**src/include/tmrevt_pkg.sv**
```systemverilog
// Purpose: Constants shared by the timer event, interrupt and debug control slice.
// Assumes: Byte-wide CPU register bus, one peripheral clock, synchronous reset.
// Notes:   Offsets are byte addresses on the peripheral register bus.
//
// How it works
// Enabled input A, code 0x0: one count step per rising event edge.
// Enabled input A, code 0x1: one count step per rising and falling edge.
// Code 0x2: prescaled ticks counted only while the event is high.
// Code 0x3: prescaled ticks counted, up while event low, down while high.
// In direction mode the event level is latched when a step is taken.
// Input A disabled: the event has no effect whatever the action code.
// Input A enabled: the event acts as the three-bit action field selects.
// Compare channels 0..2 have interrupt enables at bits 4, 5 and 6.
// Enable bit 0 gates the wrap request; request needs enable and flag.
// A compare flag sets whenever counter value equals its compare value.
// Compare flags stay set until software writes one to the bit.
// Wrap flag bit 0 sets at TOP or BOTTOM as the waveform mode selects.
// Wrap flag stays set until software writes one to its bit.
// Run-in-debug at 0: timer stops and ignores events during a break.
// Run-in-debug at 1: timer runs normally during a debug break.
// One shared temporary byte serves every 16-bit register of the timer; only the counter and compare registers are decoded here.
// The temporary byte is directly readable and writable, reset value zero.
// Compare values are compared continuously with the counter value.
// Low byte read copies high byte to temp; high write commits both bytes.
// Writing zero leaves a flag unchanged; unused interrupt bits read zero.

package tmrevt_pkg;

  // ----------------------------------------------------------------------
  // Register offsets
  // ----------------------------------------------------------------------
  localparam logic [7:0] TMREVT_EVCFG_OFS    = 8'h09;
  localparam logic [7:0] TMREVT_INTEN_OFS    = 8'h0A;
  localparam logic [7:0] TMREVT_INTFLG_OFS   = 8'h0B;
  localparam logic [7:0] TMREVT_BRKCFG_OFS   = 8'h0E;
  localparam logic [7:0] TMREVT_TEMP_OFS     = 8'h0F;
  localparam logic [7:0] TMREVT_CNT_OFS      = 8'h20;
  localparam logic [7:0] TMREVT_CMP_BASE_OFS = 8'h28;
  localparam logic [7:0] TMREVT_CMP_STRIDE   = 8'h02;

  // ----------------------------------------------------------------------
  // Field positions
  // ----------------------------------------------------------------------
  localparam int TMREVT_EVA_EN_BIT   = 0;
  localparam int TMREVT_EVA_ACT_LSB  = 1;
  localparam int TMREVT_WRAP_BIT     = 0;
  localparam int TMREVT_CMP_BIT_LSB  = 4;
  localparam int TMREVT_BRKRUN_BIT   = 0;

  localparam logic [7:0] TMREVT_INT_MASK    = 8'h71;
  localparam logic [7:0] TMREVT_BRKCFG_MASK = 8'h01;

  // ----------------------------------------------------------------------
  // Reset values
  // ----------------------------------------------------------------------
  localparam logic [7:0] TMREVT_EVCFG_RST   = 8'h00;
  localparam logic [7:0] TMREVT_INTEN_RST   = 8'h00;
  localparam logic [7:0] TMREVT_INTFLG_RST  = 8'h00;
  localparam logic [7:0] TMREVT_BRKCFG_RST  = 8'h00;
  localparam logic [7:0] TMREVT_TEMP_RST    = 8'h00;

  // ----------------------------------------------------------------------
  // Event A action codes
  // ----------------------------------------------------------------------
  localparam logic [2:0] TMREVT_ACT_RISE   = 3'h0;
  localparam logic [2:0] TMREVT_ACT_ANY    = 3'h1;
  localparam logic [2:0] TMREVT_ACT_HIGH   = 3'h2;
  localparam logic [2:0] TMREVT_ACT_DIRECTION_FROM_EVENT = 3'h3;

endpackage

```
**src/hdl/tmrevt_ctrl.sv**
```systemverilog
// Purpose: Event action, interrupt flags, debug run and 16-bit access for a timer.
// Assumes: Counter, period and compare datapaths sit outside and use the step outputs.
// Notes:   Register reads answer one cycle after the read strobe.
`timescale 1ns/1ps

module tmrevt_ctrl
  import tmrevt_pkg::*;
#(
  parameter int NCH = 3
)
(
  input  wire logic                 core_clk,
  input  wire logic                 srst,
  input  wire logic                 clk_en,
  input  wire logic [7:0]           reg_addr,
  input  wire logic [7:0]           reg_wdata,
  input  wire logic                 reg_wr_en,
  input  wire logic                 reg_rd_en,
  output logic      [7:0]           reg_rdata,
  input  wire logic                 event_a_in,
  input  wire logic                 prescale_tick,
  input  wire logic                 cpu_halted,
  input  wire logic                 top_reached,
  input  wire logic                 bottom_reached,
  input  wire logic                 wrap_on_top,
  input  wire logic                 wrap_on_bottom,
  input  wire logic [15:0]          counter_value,
  input  wire logic [NCH-1:0][15:0] compare_value,
  output logic                      count_step,
  output logic                      count_down,
  output logic                      direction_from_event,
  output logic                      timer_running,
  output logic                      wide_wr_strobe,
  output logic      [1:0]           wide_wr_sel,
  output logic      [15:0]          wide_wr_data,
  output logic                      irq_req_wrap,
  output logic      [NCH-1:0]       irq_req_cmp
);

  // ----------------------------------------------------------------------
  // Registers
  // ----------------------------------------------------------------------
  logic [7:0]  evcfg_q;
  logic [7:0]  inten_q;
  logic [7:0]  intflg_q;
  logic [7:0]  intflg_d;
  logic [7:0]  brkcfg_q;
  logic [7:0]  temp_q;
  logic [7:0]  temp_d;
  logic [7:0]  rdata_q;
  logic        step_q;
  logic        step_d;
  logic        down_q;
  logic        wstrb_q;
  logic [1:0]  wsel_q;
  logic [15:0] wdata_q;

  // ----------------------------------------------------------------------
  // Address decode
  // ----------------------------------------------------------------------
  wire hit_evcfg   = (reg_addr == TMREVT_EVCFG_OFS);
  wire hit_inten   = (reg_addr == TMREVT_INTEN_OFS);
  wire hit_intflg  = (reg_addr == TMREVT_INTFLG_OFS);
  wire hit_brkcfg  = (reg_addr == TMREVT_BRKCFG_OFS);
  wire hit_temp    = (reg_addr == TMREVT_TEMP_OFS);

  // Wide registers occupy byte pairs: even address low, odd address high
  logic        wide_hit;
  logic [1:0]  wide_sel;
  logic [15:0] wide_val;

  always_comb
  begin
    wide_hit = 1'b0;
    wide_sel = 2'd0;
    wide_val = 16'h0000;
    if (reg_addr[7:1] == TMREVT_CNT_OFS[7:1])
    begin
      wide_hit = 1'b1;
      wide_sel = 2'd0;
      wide_val = counter_value;
    end
    for (int i = 0; i < NCH; i++)
    begin
      if (reg_addr[7:1] == 7'(TMREVT_CMP_BASE_OFS[7:1] + i * TMREVT_CMP_STRIDE[7:1]))
      begin
        wide_hit = 1'b1;
        wide_sel = 2'(i + 1);
        wide_val = compare_value[i];
      end
    end
  end

  wire wide_lo = wide_hit & ~reg_addr[0];
  wire wide_hi = wide_hit & reg_addr[0];

  wire wr_evcfg   = reg_wr_en & hit_evcfg;
  wire wr_inten   = reg_wr_en & hit_inten;
  wire wr_intflg  = reg_wr_en & hit_intflg;
  wire wr_brkcfg  = reg_wr_en & hit_brkcfg;
  wire wr_temp    = reg_wr_en & hit_temp;
  wire wr_wide_lo = reg_wr_en & wide_lo;
  wire wr_wide_hi = reg_wr_en & wide_hi;
  wire rd_wide_lo = reg_rd_en & wide_lo;

  // ----------------------------------------------------------------------
  // Event input and debug gating
  // ----------------------------------------------------------------------
  logic ev_level;
  logic ev_rise;
  logic ev_fall;

  tmrevt_edge u_edge_a
  (
    .core_clk (core_clk),
    .srst     (srst),
    .clk_en   (clk_en),
    .async_in (event_a_in),
    .level    (ev_level),
    .rise     (ev_rise),
    .fall     (ev_fall)
  );

  wire       eva_en  = evcfg_q[TMREVT_EVA_EN_BIT];
  wire [2:0] eva_act = evcfg_q[TMREVT_EVA_ACT_LSB +: 3];
  wire       dbg_run = brkcfg_q[TMREVT_BRKRUN_BIT];

  // Edges seen during a break are dropped, not replayed afterwards
  wire run_ok  = ~cpu_halted | dbg_run;
  wire mode_ud = eva_en & (eva_act == TMREVT_ACT_DIRECTION_FROM_EVENT);

  // Reserved action codes leave the counter on plain prescaled ticks
  always_comb
  begin
    step_d = 1'b0;
    if (!eva_en)
      step_d = prescale_tick;
    else
    begin
      unique case (eva_act)
        TMREVT_ACT_RISE:   step_d = ev_rise;
        TMREVT_ACT_ANY:    step_d = ev_rise | ev_fall;
        TMREVT_ACT_HIGH:   step_d = prescale_tick & ev_level;
        TMREVT_ACT_DIRECTION_FROM_EVENT: step_d = prescale_tick;
        default:           step_d = prescale_tick;
      endcase
    end
    if (!run_ok)
      step_d = 1'b0;
  end

  always_ff @(posedge core_clk)
  begin
    if (srst)
    begin
      step_q <= 1'b0;
      down_q <= 1'b0;
    end
    else if (clk_en)
    begin
      step_q <= step_d;
      if (step_d && mode_ud)
        down_q <= ev_level;
    end
  end

  // ----------------------------------------------------------------------
  // Interrupt flags
  // ----------------------------------------------------------------------
  logic [NCH-1:0] cmp_match;

  always_comb
  begin
    for (int i = 0; i < NCH; i++)
      cmp_match[i] = (counter_value == compare_value[i]);
  end

  wire wrap_hit = (top_reached & wrap_on_top) | (bottom_reached & wrap_on_bottom);

  logic [7:0] flg_set;
  logic [7:0] flg_clr;

  always_comb
  begin
    flg_set = 8'h00;
    flg_set[TMREVT_WRAP_BIT] = wrap_hit;
    flg_set[TMREVT_CMP_BIT_LSB +: NCH] = cmp_match;
    flg_clr = wr_intflg ? reg_wdata : 8'h00;
    // Hardware set wins over a clear arriving in the same cycle
    intflg_d = ((intflg_q & ~flg_clr) | flg_set) & TMREVT_INT_MASK;
  end

  // ----------------------------------------------------------------------
  // Shared temporary byte
  // ----------------------------------------------------------------------
  always_comb
  begin
    temp_d = temp_q;
    if (wr_temp || wr_wide_lo)
      temp_d = reg_wdata;
    else if (rd_wide_lo)
      temp_d = wide_val[15:8];
  end

  // ----------------------------------------------------------------------
  // Read mux
  // ----------------------------------------------------------------------
  logic [7:0] rd_mux;

  always_comb
  begin
    rd_mux = 8'h00;
    if (hit_evcfg)
      rd_mux = evcfg_q;
    else if (hit_inten)
      rd_mux = inten_q & TMREVT_INT_MASK;
    else if (hit_intflg)
      rd_mux = intflg_q & TMREVT_INT_MASK;
    else if (hit_brkcfg)
      rd_mux = brkcfg_q & TMREVT_BRKCFG_MASK;
    else if (hit_temp)
      rd_mux = temp_q;
    else if (wide_lo)
      rd_mux = wide_val[7:0];
    else if (wide_hi)
      rd_mux = temp_q;
  end

  // ----------------------------------------------------------------------
  // Register state
  // ----------------------------------------------------------------------
  always_ff @(posedge core_clk)
  begin
    if (srst)
    begin
      evcfg_q   <= TMREVT_EVCFG_RST;
      inten_q   <= TMREVT_INTEN_RST;
      intflg_q  <= TMREVT_INTFLG_RST;
      brkcfg_q  <= TMREVT_BRKCFG_RST;
      temp_q    <= TMREVT_TEMP_RST;
      rdata_q   <= 8'h00;
    end
    else if (clk_en)
    begin
      if (wr_evcfg)
        evcfg_q <= reg_wdata;
      if (wr_inten)
        inten_q <= reg_wdata & TMREVT_INT_MASK;
      if (wr_brkcfg)
        brkcfg_q <= reg_wdata & TMREVT_BRKCFG_MASK;
      intflg_q <= intflg_d;
      temp_q   <= temp_d;
      if (reg_rd_en)
        rdata_q <= rd_mux;
    end
  end

  // High-byte write commits the pair so the datapath never sees half a value
  always_ff @(posedge core_clk)
  begin
    if (srst)
    begin
      wstrb_q <= 1'b0;
      wsel_q  <= 2'd0;
      wdata_q <= 16'h0000;
    end
    else if (clk_en)
    begin
      wstrb_q <= wr_wide_hi;
      if (wr_wide_hi)
      begin
        wsel_q  <= wide_sel;
        wdata_q <= {reg_wdata, temp_q};
      end
    end
  end

  // ----------------------------------------------------------------------
  // Outputs
  // ----------------------------------------------------------------------
  assign reg_rdata            = rdata_q;
  assign count_step           = step_q;
  assign count_down           = down_q;
  assign direction_from_event = mode_ud;
  assign timer_running        = run_ok;
  assign wide_wr_strobe       = wstrb_q;
  assign wide_wr_sel          = wsel_q;
  assign wide_wr_data         = wdata_q;
  assign irq_req_wrap = inten_q[TMREVT_WRAP_BIT] & intflg_q[TMREVT_WRAP_BIT];
  assign irq_req_cmp  = inten_q[TMREVT_CMP_BIT_LSB +: NCH]
                      & intflg_q[TMREVT_CMP_BIT_LSB +: NCH];

  wire live = clk_en & run_ok;
endmodule

```
**src/hdl/tmrevt_edge.sv**
```systemverilog
// Purpose: Synchronise an event channel and report its level and edges.
// Assumes: Event line may come from another clock domain.
// Notes:   Edges are one-cycle pulses aligned with the synchronised level.
`timescale 1ns/1ps

module tmrevt_edge
(
  input  wire logic core_clk,
  input  wire logic srst,
  input  wire logic clk_en,
  input  wire logic async_in,
  output logic      level,
  output logic      rise,
  output logic      fall
);

  logic meta_q;
  logic sync_q;
  logic prev_q;

  always_ff @(posedge core_clk)
  begin
    if (srst)
    begin
      meta_q <= 1'b0;
      sync_q <= 1'b0;
      prev_q <= 1'b0;
    end
    else if (clk_en)
    begin
      meta_q <= async_in;
      sync_q <= meta_q;
      prev_q <= sync_q;
    end
  end

  assign level = sync_q;
  assign rise  = sync_q & ~prev_q;
  assign fall  = ~sync_q & prev_q;

endmodule

```
**config.mk**
```make
export PLATFORM = sky130hd
export DESIGN_NAME = tmrevt_ctrl
export DESIGN_NICKNAME = d
export VERILOG_FILES = /design/src/include/tmrevt_pkg.sv /design/src/hdl/tmrevt_ctrl.sv /design/src/hdl/tmrevt_edge.sv
export SDC_FILE = /design/constraint.sdc
export NUM_CORES = 1
export LEC_CHECK = 0
export BUFFER_PORTS_ARGS = -buffer_cell sky130_fd_sc_hd__buf_2
export CAP_MARGIN = 40
export CORE_UTILIZATION = 51
export DETAILED_ROUTE_END_ITERATION = 12
export PLACE_DENSITY_LB_ADDON = 0.12
export SKIP_CTS_REPAIR_TIMING = 1
export SLEW_MARGIN = 20
export SYNTH_ARGS = -nofsm -noshare
export SYNTH_HDL_FRONTEND = slang
export SYNTH_HIERARCHICAL = 1
export SYNTH_SLANG_ARGS = --single-unit
```
**constraint.sdc**
```tcl
create_clock -name core_clk -period 2.2 [get_ports core_clk]
set_input_delay 0.44 -clock core_clk [delete_from_list [all_inputs] [get_ports core_clk]]
set_output_delay 0.44 -clock core_clk [all_outputs]
set_load 0.05 [all_outputs]
```
==> results.toml <==
[logic_synthesis]
async_flop_share_pct = 0
synth_most_common_cell = "dfxtp_1"
syn_nets = 563
syn_area_um2 = 3790
yosysSeqAreaShare_pct = 30.1
yosys_warnings = 6
avgSynthCellArea_um2 = 8.05
yosys.area.top_type = "dfxtp_1"
ys_types = 58
synth_top_cell_area_share_pct = 30.1
synth_edf_count = 0
synthTopCellsByArea = "dfxtp_1 30%, xnor2_1 11%, nand2_1 5.3%"
synth-seq-cells = 57
netlist_instances = 471
ys_top_cells_by_count = "57 x dfxtp_1, 54 x nand2_1, 48 x xnor2_1"
yosys_most_used_dff = "dfxtp_1"

[sta]
hold_violations = 0
fin_worst_skew_ps = 10.6
period_share_pct = 83.2
worst_pin_slew_ps = 558
fin_ws_ps = 369
slew_headroom_pct = 62.7
setup_tns_ps = 0
min_period_ps = 1830
fmax_ghz = 0.546
finalSetupViolCount = 0
rsz0062_at_grt = "false"
slew_viol_final = 0

[power_and_ir_drop]
ir_drop_uv = 436
cellPowerDensity_nw_per_um2 = 519
leakage_nw = 1.98
p_total_w = 0.00252

[clock_tree]
cts_tree = "yes"
clock_latency_ps = 340
h-tree-depth = 3
root_buffer = "clkbuf_8"
cts_buffers = 9
clk_pin_slew_worst_paths_ps = 60
cts.sinks = 57
clockBufferDepth = 2

[cells_and_area]
diodes = 0
fin_nets = 701
fin_cells = 713
syn_to_final_growth_pct = 28.1
drive_gt1_share_pct = 31.1

[global_route]
grt_max_degree = 41
grt_use_total_pct = 33.0
grt_pass1_vias = 3736
grt_pass1_wl_um = 19100
grt_antenna_before_repair = 0
grt_overflow = 0

[setup_path]
ff2ff_setup_slack_ps = 970
crit_type = "in -> reg"
r2r_end = "count_step$_SDFFE_PP0P_"
critPathRequiredTime_ps = 2450
cp_data_arrival_time_ps = 2080
end_kind = "flop"
endpoint = "temp_q[1]$_SDFFE_PP0P_"
crit_fanout = 16
critPathLaunch = "reg_addr[6]"
startpoint_type = "input port"
r2r_cells = 5
timing.rr.start = "evcfg_q[3]$_SDFFE_PP0P_"

[route]
final_antenna_net_count = 0
routed_wl_um = 12600
drc_errors = 0
dr.pass1.iters = 5
post_drt_wl_per_cell_um = 17.7
vias_per_cell = 5.81
initialDrtViolationCount = 395
vias = 4146

[place]
portBuffers = 126
dp.cells = 697
dp_slack_ps = 38.5
dp_hpwl_um = 9940
gp_congestion = 0.909

[worst_hold_path]
hp-class = "in -> reg"
worstHoldPathCells = 3
min_from = "event_a_in"

[floorplanning]
rows = 31
die_h_um = 88.2
die_area_um2 = 7780
ioPinCount = 127
die_w_um = 88.2
start_util_pct = 52.5
fp.coreArea_um2 = 7210

[run_status]
status = "finished, final reports clean"

[run]
drv_cap = 0
[critical path, cell delays in order]
cell	delay, ps
buf_2	140
nor4b_2	380
and4_1	390
a2bb2oi_4	390
nor2_1	80
a311oi_1	250
[logic make-up (layout without fill, tap and decap cells)]
family                 Yosys count  after routing  share of synthesized area, %
flip-flops                      57             57                          30.1
AND/OR/NAND/NOR                180            180                          24.1
multiplexers                    28             28                          7.69
buffers and inverters           35            178                          3.99
XOR/XNOR                        48             48                          11.1
AO/OA/AOI/OAI                  123            123                          23.0
[cell usage in the layout, fill, tap and decap left out, drive strengths merged, types with 5 or more instances in the layout]
cell type  count
a211oi         6
a21oi         33
a221oi         5
a22oi          8
a311oi         8
and2           7
and3           5
buf          157
clkbuf        10
clkinv         6
dfxtp         57
mux2           9
mux2i         19
nand2         54
nand2b         6
nand3         20
nand4         11
nor2          45
nor2b         10
nor3           9
o21a           6
o21ai         16
o2bb2ai        7
xnor2         48
[through the flow]
stage,area (um2),utilization (%),hold slack [ps]
3_3_place_gp,4670,64.7,440
5_1_grt,4860,67.3,359
3_5_place_dp,4670,64.7,443
6_report,4860,67.3,345
2_1_floorplan,3790,-,445
4_1_cts,4860,67.3,339
[power breakdown]
group	leakage, nW	internal (W)	switching (W)	total, W
sequential	0.461	0.00105	0.00000919	0.00105
combinational	1.42	0.000226	0.000311	0.000537
clock	0.0998	0.000516	0.000414	0.000930
total	1.98	0.00179	0.000734	0.00252
[state kept, by name, summed over array words and instances, names as in the netlist, 2 cells and up]
name          count
reg_rdata         8
intflg_q          4
wide_wr_data     16
temp_q            8
inten_q           4
wide_wr_sel       2
evcfg_q           8
[cell type report]
type / count / area, um2
multi-input cells: 379 / 2500
fillers: 655 / 2360
flip-flops and latches: 57 / 1140
repair buffers: 157 / 888
clock buffers: 10 / 128
well taps: 99 / 124
clock inverters: 6 / 58.8
inverters: 5 / 18.8
[how the worst min path moves through the flow]
stage,endpoint
after global routing,wide_wr_data[11]$_SDFFE_PP0P_
after CTS,u_edge_a/meta_q$_SDFFE_PP0P_
final,u_edge_a/meta_q$_SDFFE_PP0P_
after detailed placement,wide_wr_data[3]$_SDFFE_PP0P_
after global placement,wide_wr_data[6]$_SDFFE_PP0P_
after floorplan,wide_wr_data[1]$_SDFFE_PP0P_
[routing by layer]
| layer | GRT usage [%] | part of all wire (%) | up-vias |
|---|---|---|---|
| met3 | 6.44 | 6.8 | 9 |
| met2 | 56.2 | 48 | 196 |
| met5 | 0 | 0 | - |
| met1 | 43.4 | 44 | 1941 |
| li1 | - | - | 2000 |
| met4 | 7.18 | 1.0 | 0 |
(Power assumes the default switching activity.)
